$ cat config.mk
export PLATFORM = sky130hd
export DESIGN_NAME = rses_top
export DESIGN_NICKNAME = d
export VERILOG_FILES = /design/src/rses_pkg.sv /design/src/rses_top.sv
export SDC_FILE = /design/constraint.sdc
export NUM_CORES = 1
export LEC_CHECK = 0
export ABC_CLOCK_PERIOD_IN_PS = 6100
export BUFFER_PORTS_ARGS = -buffer_cell sky130_fd_sc_hd__buf_2
export CORE_ASPECT_RATIO = 0.75
export CORE_MARGIN = 2
export CORE_UTILIZATION = 50
export CTS_BUF_LIST = sky130_fd_sc_hd__clkbuf_16
export DETAILED_ROUTE_END_ITERATION = 7
export PLACE_DENSITY = 0.69
export SKIP_CTS_REPAIR_TIMING = 1
export SYNTH_ARGS = -nofsm -noshare
export SYNTH_HDL_FRONTEND = slang
export SYNTH_SLANG_ARGS = --single-unit
$ cat constraint.sdc
create_clock -name CLOCK -period 6.1 [get_ports CLOCK]
set_input_delay 1.22 -clock CLOCK [delete_from_list [all_inputs] [get_ports CLOCK]]
set_output_delay 1.22 -clock CLOCK [all_outputs]
set_load 0.005 [all_outputs]
$ cat src/rses_pkg.sv
// How it works
// - staggered mode: every line integrates exactly the programmed exposure time
// - one shared readout path, never more than one line read at once
// - staggered mode: line 2 starts one line readout time after line 1
// - staggered mode: delayed starts repeat from first to last line
// - staggered optimal strobe: last line start to first line end
// - pulse_at_exposure_begin: strobe after pulse delay, held for pulse length
// - optimal delay and length computed for any exposure and vertical crop/offset
// - user strobe delay and length are used as given
// - simultaneous mode: all lines start integrating together
// - simultaneous mode: only first line gets exactly the programmed exposure
// - simultaneous mode: each line exposes one readout time longer than previous
// - simultaneous optimal strobe equals first line integration period
// - frame readout time is line readout time times line count
// - line readout interval is 20 microseconds
// - exposure time changes refused while acquisition is active
package rses_pkg;
    localparam int CLOCK_PERIOD_NS = 50;
    localparam int LINE_READOUT_US = 20;
    localparam int LINE_READOUT_CYCLES = (LINE_READOUT_US * 1000) / CLOCK_PERIOD_NS;
    localparam int LINE_W = 12;
    localparam int TIME_W = 32;
    localparam logic MODE_STAGGERED = 1'h0;
    localparam logic MODE_SIMULTANEOUS = 1'h1;
    localparam logic [1:0] SRC_OFF = 2'h0;
    localparam logic [1:0] SRC_PULSE_AT_EXPOSURE_BEGIN = 2'h1;
    localparam logic [31:0] EXPOSURE_RESET = 32'h00004E20;
    typedef enum logic [1:0]
    {
        ST_IDLE = 2'h0,
        ST_RUN = 2'h1
    } rses_state_t;
endpackage

$ cat src/rses_top.sv
`timescale 1ns/100ps
`default_nettype none
module rses_top
#(
    parameter int LINE_W = rses_pkg::LINE_W,
    parameter int TIME_W = rses_pkg::TIME_W,
    parameter int LINE_READOUT_CYCLES = rses_pkg::LINE_READOUT_CYCLES
)
(
    input wire logic CLOCK,
    input wire logic RSTN,
    input wire logic FRAME_TRIGGER,
    input wire logic ACQUISITION_ACTIVE,
    input wire logic MODE_SELECT,
    input wire logic [LINE_W-1:0] LINE_COUNT,
    input wire logic [LINE_W-1:0] LINE_OFFSET,
    input wire logic [1:0] OUTPUT_SOURCE_SELECT,
    input wire logic [TIME_W-1:0] STROBE_PULSE_DELAY,
    input wire logic [TIME_W-1:0] STROBE_PULSE_LENGTH,
    input wire logic EXPOSURE_WRITE,
    input wire logic [TIME_W-1:0] EXPOSURE_VALUE,
    output logic [TIME_W-1:0] EXPOSURE_TIME,
    output logic EXPOSURE_REFUSED,
    output logic FRAME_BUSY,
    output logic ALL_LINES_START,
    output logic LINE_START,
    output logic [LINE_W-1:0] LINE_START_INDEX,
    output logic LINE_READ,
    output logic [LINE_W-1:0] LINE_READ_INDEX,
    output logic READOUT_BUSY,
    output logic STROBE,
    output logic [TIME_W-1:0] OPTIMAL_STROBE_DELAY,
    output logic [TIME_W-1:0] OPTIMAL_STROBE_LENGTH,
    output logic [TIME_W-1:0] FRAME_READOUT_TIME
);
    import rses_pkg::*;

    localparam int PH_W = $clog2(LINE_READOUT_CYCLES + 1);
    localparam logic [PH_W-1:0] PH_LAST = PH_W'(LINE_READOUT_CYCLES - 1);
    localparam logic [TIME_W-1:0] RO_TIME = TIME_W'(LINE_READOUT_CYCLES);

    typedef struct packed
    {
        rses_state_t state;
        logic [TIME_W-1:0] t;
        logic [TIME_W-1:0] exposure;
        logic refused;

        // settings latched at trigger
        logic mode;
        logic [TIME_W-1:0] tint;
        logic [LINE_W-1:0] nlines;
        logic [LINE_W-1:0] offset;
        logic [1:0] src;
        logic [TIME_W-1:0] sdly;
        logic [TIME_W-1:0] slen;

        // line start sequencer
        logic starting;
        logic [LINE_W-1:0] start_line;
        logic [PH_W-1:0] start_ph;

        // readout sequencer
        logic reading;
        logic read_done;
        logic [LINE_W-1:0] read_line;
        logic [PH_W-1:0] read_ph;

        // one-cycle pulses and strobe
        logic all_start;
        logic line_start;
        logic line_read;
        logic strobe;

        // live optimal window and frame time
        logic [TIME_W-1:0] opt_dly;
        logic [TIME_W-1:0] opt_len;
        logic [TIME_W-1:0] frame_ro;
    } rses_regs_t;

    rses_regs_t s;
    rses_regs_t next_s;

    // window test written as a difference so delay plus length never overflows
    function automatic logic in_window(input logic [TIME_W-1:0] tv,
                                       input logic [TIME_W-1:0] d,
                                       input logic [TIME_W-1:0] l);
        in_window = (tv >= d) && ((tv - d) < l);
    endfunction

    // saturating difference, used where a crop may outgrow the exposure
    function automatic logic [TIME_W-1:0] clamp_sub(input logic [TIME_W-1:0] a,
                                                    input logic [TIME_W-1:0] b);
        clamp_sub = (a > b) ? (a - b) : '0;
    endfunction

    logic [LINE_W-1:0] lines_eff;
    logic [TIME_W-1:0] span;
    logic [TIME_W-1:0] t_next;
    logic start_phase_end;
    logic read_phase_end;
    logic last_line_read;
    logic exposure_due;
    logic src_pulse;
    logic strobe_window;
    logic strobe_pending;
    logic frame_done;
    logic [TIME_W-1:0] stag_opt_dly;
    logic [TIME_W-1:0] stag_opt_len;
    logic [TIME_W-1:0] sim_opt_dly;
    logic [TIME_W-1:0] sim_opt_len;

    always_comb
    begin
        lines_eff = (LINE_COUNT == '0) ? LINE_W'(1) : LINE_COUNT;
        // start of last line relative to first line start
        span = TIME_W'(lines_eff - LINE_W'(1)) * RO_TIME;
        t_next = s.t + TIME_W'(1);
        start_phase_end = (s.start_ph == PH_LAST);
        read_phase_end = (s.read_ph == PH_LAST);
        last_line_read = (s.read_line + LINE_W'(1) == s.nlines);
        // first readout falls due once the latched exposure has run out
        exposure_due = !s.reading && !s.read_done && (t_next == s.tint);
        src_pulse = (s.src == SRC_PULSE_AT_EXPOSURE_BEGIN);
        strobe_window = in_window(t_next, s.sdly, s.slen);
        // pulse not begun yet: closing the frame now would swallow it
        strobe_pending = src_pulse && (t_next < s.sdly);
        frame_done = 1'b0;
        stag_opt_dly = span;
        stag_opt_len = clamp_sub(s.exposure, span);
        sim_opt_dly = '0;
        sim_opt_len = s.exposure;

        next_s = s;
        next_s.refused = 1'b0;
        next_s.all_start = 1'b0;
        next_s.line_start = 1'b0;
        next_s.line_read = 1'b0;

        // refused writes leave the register untouched
        if (EXPOSURE_WRITE)
        begin
            if (ACQUISITION_ACTIVE)
            begin
                next_s.refused = 1'b1;
            end
            else
            begin
                next_s.exposure = EXPOSURE_VALUE;
            end
        end

        if (MODE_SELECT == MODE_STAGGERED)
        begin
            next_s.opt_dly = stag_opt_dly;
            next_s.opt_len = stag_opt_len;
        end
        else
        begin
            next_s.opt_dly = sim_opt_dly;
            next_s.opt_len = sim_opt_len;
        end
        // full frame readout for the current crop
        next_s.frame_ro = TIME_W'(lines_eff) * RO_TIME;

        case (s.state)
            ST_IDLE:
            begin
                if (FRAME_TRIGGER)
                begin
                    next_s.state = ST_RUN;
                    next_s.t = '0;
                    // settings are latched so a running frame ignores live changes
                    next_s.mode = MODE_SELECT;
                    // zero exposure would never match t_next, so readout would wait for t to wrap
                    next_s.tint = (s.exposure == '0) ? TIME_W'(1) : s.exposure;
                    next_s.nlines = lines_eff;
                    next_s.offset = LINE_OFFSET;
                    next_s.src = OUTPUT_SOURCE_SELECT;
                    next_s.sdly = STROBE_PULSE_DELAY;
                    next_s.slen = STROBE_PULSE_LENGTH;
                    next_s.start_line = '0;
                    next_s.start_ph = '0;
                    next_s.reading = 1'b0;
                    next_s.read_done = 1'b0;
                    next_s.read_line = '0;
                    next_s.read_ph = '0;
                    if (MODE_SELECT == MODE_SIMULTANEOUS)
                    begin
                        next_s.all_start = 1'b1;
                        next_s.starting = 1'b0;
                    end
                    else
                    begin
                        next_s.line_start = 1'b1;
                        next_s.starting = (lines_eff != LINE_W'(1));
                    end
                    next_s.strobe = (OUTPUT_SOURCE_SELECT == SRC_PULSE_AT_EXPOSURE_BEGIN) &&
                        in_window('0, STROBE_PULSE_DELAY, STROBE_PULSE_LENGTH);
                end
            end
            ST_RUN:
            begin
                next_s.t = t_next;
                if (s.starting)
                begin
                    if (start_phase_end)
                    begin
                        // next line waits one full readout of the line before it
                        next_s.start_ph = '0;
                        next_s.start_line = s.start_line + LINE_W'(1);
                        next_s.line_start = 1'b1;
                        next_s.starting = (s.start_line + LINE_W'(2) != s.nlines);
                    end
                    else
                    begin
                        next_s.start_ph = s.start_ph + PH_W'(1);
                    end
                end
                // readout of line k at tint + k*readout in both modes: staggered
                // lines thus all see tint, simultaneous ones grow by one readout
                if (exposure_due)
                begin
                    next_s.reading = 1'b1;
                    next_s.read_line = '0;
                    next_s.read_ph = '0;
                    next_s.line_read = 1'b1;
                end
                else if (s.reading)
                begin
                    if (read_phase_end)
                    begin
                        next_s.read_ph = '0;
                        if (last_line_read)
                        begin
                            next_s.reading = 1'b0;
                            next_s.read_done = 1'b1;
                        end
                        else
                        begin
                            next_s.read_line = s.read_line + LINE_W'(1);
                            next_s.line_read = 1'b1;
                        end
                    end
                    else
                    begin
                        next_s.read_ph = s.read_ph + PH_W'(1);
                    end
                end
                next_s.strobe = src_pulse && strobe_window;
                // frame ends only once a pending strobe pulse has run out
                frame_done = s.read_done && !next_s.strobe && !strobe_pending;
                if (frame_done)
                begin
                    next_s.state = ST_IDLE;
                    next_s.strobe = 1'b0;
                end
            end
            default:
            begin
                next_s.state = ST_IDLE;
                next_s.strobe = 1'b0;
                // unknown state: park idle with both sequencers cleared
                next_s.starting = 1'b0;
                next_s.reading = 1'b0;
                next_s.read_done = 1'b0;
                next_s.start_line = '0;
                next_s.read_line = '0;
            end
        endcase
    end

    always_ff @(posedge CLOCK or negedge RSTN)
    begin
        if (!RSTN)
        begin
            // exposure and its derived length come out of reset non-zero
            s <= '0;
            s.state <= ST_IDLE;
            s.exposure <= TIME_W'(EXPOSURE_RESET);
            s.opt_len <= TIME_W'(EXPOSURE_RESET);
        end
        else
        begin
            s <= next_s;
        end
    end

    assign EXPOSURE_TIME = s.exposure;
    assign EXPOSURE_REFUSED = s.refused;
    assign FRAME_BUSY = (s.state == ST_RUN);
    assign ALL_LINES_START = s.all_start;
    assign LINE_START = s.line_start;
    assign LINE_START_INDEX = s.offset + s.start_line;
    assign LINE_READ = s.line_read;
    assign LINE_READ_INDEX = s.offset + s.read_line;
    assign READOUT_BUSY = s.reading;
    assign STROBE = s.strobe;
    assign OPTIMAL_STROBE_DELAY = s.opt_dly;
    assign OPTIMAL_STROBE_LENGTH = s.opt_len;
    assign FRAME_READOUT_TIME = s.frame_ro;
endmodule
`default_nettype wire

==> run summary, run 1 <==
Run status - finished, violations left
Failing checks - negative setup slack
Highest Clock Rate - 139 MHz
Slew HR - 22.1%
Leak - 0.0139 µW
Type of origin of the critical path - primary input
Final wirelength - 69.9 mm
Hold path start - s[149]
Register area share after synthesis - 33.6%
Non-Filler Instances - 3661
Flop-to-flop setup slack - 0.29 ns
Design area - 0.0284 mm²
FP Rows - 68
GRT busiest layer - met2
Worst VDD drop - 0.246 mV
Total gr overflow - 0
Post-layout util - 61.6%
CTS tree - done
Period minus WS final - 7.20 ns
Worst-Margin Slew - 1.17 ns
Critical R2R Launch - s[301]
CTS Sinks - 314
Routed WL per cell - 19.1 µm
Via count - 20300
Mapped Area - 0.0234 mm²
Cell count after synthesis - 2647
Max incr delay on CP - 0.52 ns
Vias/cell - 5.54
Seq cells post-synth - 314
Warnings, synthesis - 0
Worst hold slack - 0.487 ns
Hold Crit Depth - 2
Worst hold path type - reg2reg
Element type at the critical path end - flip-flop
Met2 usage - 42.9%
Crit Path Class - in2reg
Iter 0 DRT Violations - 1787
Post-route ant nets - 0
Clock root cell - clkbuf_16
Gate power share - 51.3%
Placed inst area - 0.0265 mm²
Async SR Flop Fraction - 100%
Detail Placement HPWL - 54.0 mm
# nets final - 3399
Largest net degree at the start of global routing - 128
Register clock-pin slew on the reported worst setup and hold paths - 0.07 ns
Sw frac - 38.7%
Post-route clock period utilization - 118%
Setup-failing EPs final - 32
Area grow syn2layout - 21.2%
Crit path DAT - 7.65 ns
H-tree depth - 2
IO Pins - 287
Pre-CTS WS - -1.80 ns
Number of distinct library cells after synthesis - 78
Die ar. - 0.0486 mm²
# Max-Cap Violations - 0
Core area - 0.0461 mm²
Initial core utilization - 50.8%
Clk_skew - 0.0191 ns
Clk pwr share - 21.3%
Chip Width - 254 µm
Register share of total power - 27.4%
Layout cell share with drive strength beyond 1 - 24.6%
Worst skew pair latency - 0.55 ns
RSZ-0062 raised after global routing - yes
Multi-input logic area - 0.0144 mm²
Post-route setup slack - -1.10 ns
Met3 usage - 5.54%
Number of buffers added on ports - 267
Total power density per cell area - 365 mW/mm²
Total GRT Usage - 28.2%
R2R cell count - 23
CP most frequent cell - ha_4
# DRC - 0
RePlAce Congestion - 0.955
Reg-to-reg critical path endpoint - s[333]
First-pass GRT wire length - 108 mm
Crit path max fanout - 4
Switch Pwr - 4010 µW
Hold endpoint - s[149]
Syn avg cell area - 8.85 µm²
Initial antenna violation count - 5
Final slew viol count - 0
Clock buffer depth - 3
Vias in the first global route - 19700
Main flop type after synthesis - dfrtp_1
CP required - 6.54 ns
Post-synth EDFFs - 0
Slowest CP cell - fa_1
# fillers - 3925
M1 GR Usage - 41.0%
Die H - 191 µm
DRT Pass-1 Iters - 6
Final hold violations - 0
Internal - 6350 µW
TritonCTS buffer count - 35
Placed cell count - 3575
Register area - 0.00787 mm²
==> through the flow <==
stage | power, µW | TNS [ns]
global placement | 7740 | -49.76
global route | 11000 | -39.62
detailed placement | 7850 | -54.85
finish | 10400 | -32.02
floorplan | 6000 | -32.93
CTS | 10100 | -36.22
==> layout make-up <==
type	instances	area share (%)
multi-input cells	1925	50.6
flip-flops and latches	314	27.7
repair buffers	513	11.8
clock buffers	37	3.26
inverters	215	2.96
well taps	630	2.78
clock inverters	26	0.868
diodes	1	0.00882
==> flip-flops by register name, indices dropped and copies added, names as in the netlist <==
register and cells:
s 199, EXPOSURE_TIME 32, FRAME_READOUT_TIME 17, STROBE 1, ALL_LINES_START 1, OPTIMAL_STROBE_DELAY 28
READOUT_BUSY 1, LINE_READ 1, OPTIMAL_STROBE_LENGTH 32, LINE_START 1, EXPOSURE_REFUSED 1
==> worst max-delay path by stage <==
| stage | start | end | slack [ns] | cells after the start |
|---|---|---|---|---|
| finish | LINE_COUNT[9] | OPTIMAL_STROBE_LENGTH[29] | -1.10 | 34 |
| global route | LINE_COUNT[9] | OPTIMAL_STROBE_LENGTH[30] | -1.34 | 35 |
| CTS | LINE_COUNT[9] | OPTIMAL_STROBE_LENGTH[28] | -1.25 | 34 |
| detailed placement | LINE_COUNT[9] | OPTIMAL_STROBE_LENGTH[28] | -1.80 | 34 |
| global placement | LINE_COUNT[9] | OPTIMAL_STROBE_LENGTH[28] | -1.61 | 34 |
| floorplan | LINE_COUNT[3] | OPTIMAL_STROBE_LENGTH[28] | -1.28 | 33 |
==> power by group through the flow <==
| stage | clock [µW] | sequential, µW | combinational (µW) |
|---|---|---|---|
| after floorplan | 0 | 2690 | 3300 |
| after global placement | 0 | 2850 | 4890 |
| after detailed placement | 0 | 2860 | 4990 |
| after CTS | 2240 | 2830 | 5040 |
| after global routing | 2320 | 2870 | 5840 |
| final | 2210 | 2840 | 5310 |
==> worst max-delay path, delay by kind of cell <==
family | cells | cell delay, ns
adder cells (fa/ha/maj) | 7 | 1.91
multiplexers | 1 | 0.22
AO/OA/AOI/OAI | 9 | 1.78
XOR/XNOR | 1 | 0.21
buffers and inverters | 3 | 0.32
AND/OR/NAND/NOR | 13 | 1.99
==> synth_stat cells, drive strengths merged (12+ instances only) <==
master / n / area share, %
nor2b: 28 / 0.75
buf: 136 / 4.4
mux2: 31 / 1.5
a21oi: 93 / 2.0
mux2i: 12 / 0.51
nand2b: 25 / 0.67
o21ai: 196 / 4.2
o41ai: 12 / 0.48
and3: 23 / 0.64
nand3: 54 / 1.2
or3: 13 / 0.35
nor2: 157 / 2.6
dfrtp: 304 / 32
o21a: 22 / 0.71
xor2: 84 / 3.1
nand4: 38 / 1.1
fa: 23 / 2.0
a21o: 38 / 1.2
inv: 215 / 3.4
nor3: 54 / 1.2
o31ai: 33 / 1.1
xnor2: 142 / 5.3
a31oi: 16 / 0.43
a22o: 28 / 1.0
nor4: 25 / 0.67
nand2: 368 / 5.9
clkbuf: 75 / 1.2
ha: 244 / 13
==> kinds of logic (layout without fill, tap and decap cells) <==
family | Yosys count | count (layout) | share of synthesized area (%)
simple gates | 836 | 836 | 16.7
xor+xnor | 235 | 235 | 9.32
mux | 43 | 43 | 2.02
buf+inv | 426 | 791 | 9.02
compound gates | 525 | 525 | 14.3
fa+ha+maj | 267 | 267 | 15.0
flops | 314 | 314 | 33.6
other cells | 1 | 20 | 0.0160
==> cells in the final DEF, fill, tap and decap left out, types with 10 or more instances in the layout <==
cell / n
o21ai_1: 17
clkbuf_16: 37
conb_1: 19
nand4_1: 36
buf_2: 256
fa_1: 23
xnor2_1: 136
a22o_1: 28
mux2_2: 30
o21ai_0: 173
nor4_1: 25
dfrtp_1: 301
o31ai_1: 33
buf_6: 14
a21oi_1: 88
nor2_1: 151
o21a_1: 22
and2_1: 10
ha_4: 28
or3_1: 13
mux2i_1: 11
xor2_1: 78
ha_1: 215
nand3_1: 50
and3_1: 20
dfstp_2: 10
inv_1: 205
nand2b_1: 24
nand2_1: 356
a21o_1: 38
a21boi_0: 10
nor2b_1: 25
nor3_1: 48
a31oi_1: 14
buf_4: 236
==> routing by layer <==
layer	up-vias	routed length [µm]	part of all wire, %
met5	-	13	0.019
met4	2	1780	2.5
met3	115	5190	7.4
met2	676	30500	44
met1	9820	32400	46
li1	9666	-	-
Power figures use the tool's default switching activity.
==> run 2, diff against run 1 <==
Settings changed: ABC_AREA set to 1.
==> run 2 against run 1 <==
  * The run ends with design-rule violations, negative setup slack left
  * Clock skew fell by 0.0070 ns
  * Synthesized area grew 3.0%
  * Largest power group unchanged
  * Critical path depth rose by 2
  * Largest cell class unchanged
  * Sequential cell count did not move
  * Highest routed layer unchanged
  * Clock-buffer cell count is 2 lower
  * Via count increased by 11%
  * Cell area increased by 3.2%
==> run summary, run 2 <==
Run status - finished, violations left
Failing checks - design-rule violations, negative setup slack
Most frequent cells in the layout - nand2_1, inv_1, dfrtp_1
RSZ-0062 raised after global routing - yes
Worst hold path type - reg2reg
Post-synth top area cell - dfrtp_1
Vias in the first global route - 22100
Area grow syn2layout - 21.4%
# nets final - 3954
Post-synth EDFFs - 0
Vias/cell - 5.35
Worst VDD drop - 0.313 mV
Register share of total power - 25.1%
Final hold violations - 0
Crit path DAT - 7.02 ns
Mapped Area - 0.0241 mm²
Max reg flops - 199
Clk_skew - 0.0120 ns
Pre-CTS WS - -1.51 ns
Top-count cell post-synth - nand2_1
Clk pwr share - 17.1%
Non-Filler Instances - 4222
Via count - 22600
# DRC - 2
Number of buffers added on ports - 267
Leak - 0.0149 µW
Setup-failing EPs final - 32
Multiplexer share of the synthesized area - 0.218%
Iter 0 DRT Violations - 2059
Main flop type after synthesis - dfrtp_1
Total GRT Usage - 30.8%
Design area - 0.0293 mm²
Routed WL per cell - 18.6 µm
Synth Area in Compound Gates - 12.2%
Final setup TNS - -16.35 ns
Switch Pwr - 5290 µW
Worst-Margin Slew - 1.43 ns
Chip Width - 258 µm
Placed cell count - 4135
Seq cells post-synth - 314
CTS Sinks - 314
Internal - 7080 µW
Die H - 194 µm
Slowest CP cell - fa_1
Clock root cell - clkbuf_16
TritonCTS buffer count - 34
Register area share after synthesis - 32.6%
Type of origin of the critical path - primary input
Placed inst area - 0.0271 mm²
Slew HR - 4.63%
Clock buffer depth - 3
Detail Placement HPWL - 62.3 mm
Simple-gate share of the synthesized area - 22.0%
H-tree depth - 2
Cell count after synthesis - 3180
Total gr overflow - 0
Post-route clock period utilization - 109%
RePlAce Congestion - 1.01
Initial core utilization - 50.8%
Cells taking the most area after synthesis - dfrtp_1, ha_1, nand2_1
CP required - 6.46 ns
Async SR Flop Fraction - 100%
Sw frac - 42.8%
IO Pins - 287
Synthesized-area fraction occupied by adder cells - 14.6%
Largest Register - s
DRT Pass-1 Iters - 7
Commonest non-fill, non-tap cell in the layout - nand2_1
Crit path max fanout - 6
Core area - 0.0475 mm²
FP Rows - 69
CTS tree - done
Warnings, synthesis - 0
Crit Path Class - in2reg
Initial antenna violation count - 2
Layout cell share with drive strength beyond 1 - 21.6%
Post-route ant nets - 0
Element type at the critical path end - flip-flop
Top post-synthesis cells by count - nand2_1, inv_1, dfrtp_1
Register clock-pin slew on the reported worst setup and hold paths - 0.07 ns
Number of distinct library cells after synthesis - 60
Highest Clock Rate - 150 MHz
Largest family of logic cells by synthesized area - simple AND/OR/NAND/NOR gates
Die ar. - 0.0500 mm²
Total power density per cell area - 423 mW/mm²
Post-layout util - 61.7%
Max incr delay on CP - 0.49 ns
Post-Synth XOR/XNOR Area - 6.30%
Post-route setup slack - -0.559 ns
Gate power share - 57.8%
Syn avg cell area - 7.59 µm²
First-pass GRT wire length - 122 mm
Final wirelength - 78.5 mm
Worst skew pair latency - 0.53 ns
Period minus WS final - 6.66 ns
# Max-Cap Violations - 0
Final slew viol count - 0
Post-synth top area share - 31.5%
Largest net degree at the start of global routing - 194
run 2: cell count changes in the layout (fill, tap and decap cells not counted), sizes merged, moves of 29 or more:
cell / delta
o31ai: -29
nor2: +140
nand3: +96
xnor2: -84
o22ai: +47
a21oi: +105
mux2: -29
nand2: +316
inv: +239
run 2: path summary, 6_finish.rpt:
check	from	end	slack, ns	cells past startpoint
setup / recovery	LINE_COUNT[6]	OPTIMAL_STROBE_LENGTH[15]	-0.56	36
hold / removal	s[145]	s[145]	0.49	2
setup reg to reg	s[301]	STROBE	0.64	27
hold reg to reg	s[145]	s[145]	0.49	2
max in group asynchronous	RSTN	s[171]	4.14	2
min in group asynchronous	RSTN	EXPOSURE_TIME[3]	0.72	1
run 2: area by class of cell:
| class | count | area (µm²) |
|---|---|---|
| Inverter | 452 | 1750 |
| Fill cell | 4329 | 18200 |
| Sequential cell | 314 | 7870 |
| Multi-Input combinational cell | 2248 | 14500 |
| Clock inverter | 24 | 224 |
| Timing Repair Buffer | 509 | 3270 |
| Tap cell | 639 | 800 |
| Clock buffer | 35 | 876 |
| Antenna cell | 1 | 2.50 |
run 2: critical path, delay by kind of cell:
| kind | cells | cell delay (ns) |
|---|---|---|
| AOI/OAI and AO/OA | 7 | 1.06 |
| xor gates and xnor gates | 1 | 0.22 |
| adders and majority gates | 7 | 1.94 |
| buffers and inverters | 8 | 0.81 |
| and+or+nand+nor | 13 | 1.75 |
run 2: cells by family after synthesis:
family                   Yosys count
AO/OA/AOI/OAI                    536
XOR/XNOR                         168
adder cells (fa/ha/maj)          267
buffers and inverters            636
flip-flops                       314
multiplexers                       5
other                              1
AND/OR/NAND/NOR                 1253
run 2: through the flow:
step	hold slack (ns)	power, µW
after global routing	0.516	13300
after CTS	0.500	11900
after detailed placement	0.486	9710
after floorplan	0.453	7070
final	0.495	12400
after global placement	0.475	9570
run 2: power groups by stage:
stage / clock network, µW / registers [µW] / logic, µW
floorplan: 0 / 2960 / 4100
global placement: 0 / 3130 / 6440
detailed placement: 0 / 3140 / 6580
CTS: 2150 / 3110 / 6640
global route: 2230 / 3170 / 7910
finish: 2110 / 3110 / 7150
run 2: metal layers:
metal	vias to the layer above	part of all wire (%)	global-route usage [%]	routed length (µm)
met5	-	0.017	0	13
met4	2	2.0	5.59	1580
met3	98	8.2	6.50	6420
met2	783	42	45.8	33300
met1	10700	47	46.3	37200
li1	11000	-	-	-
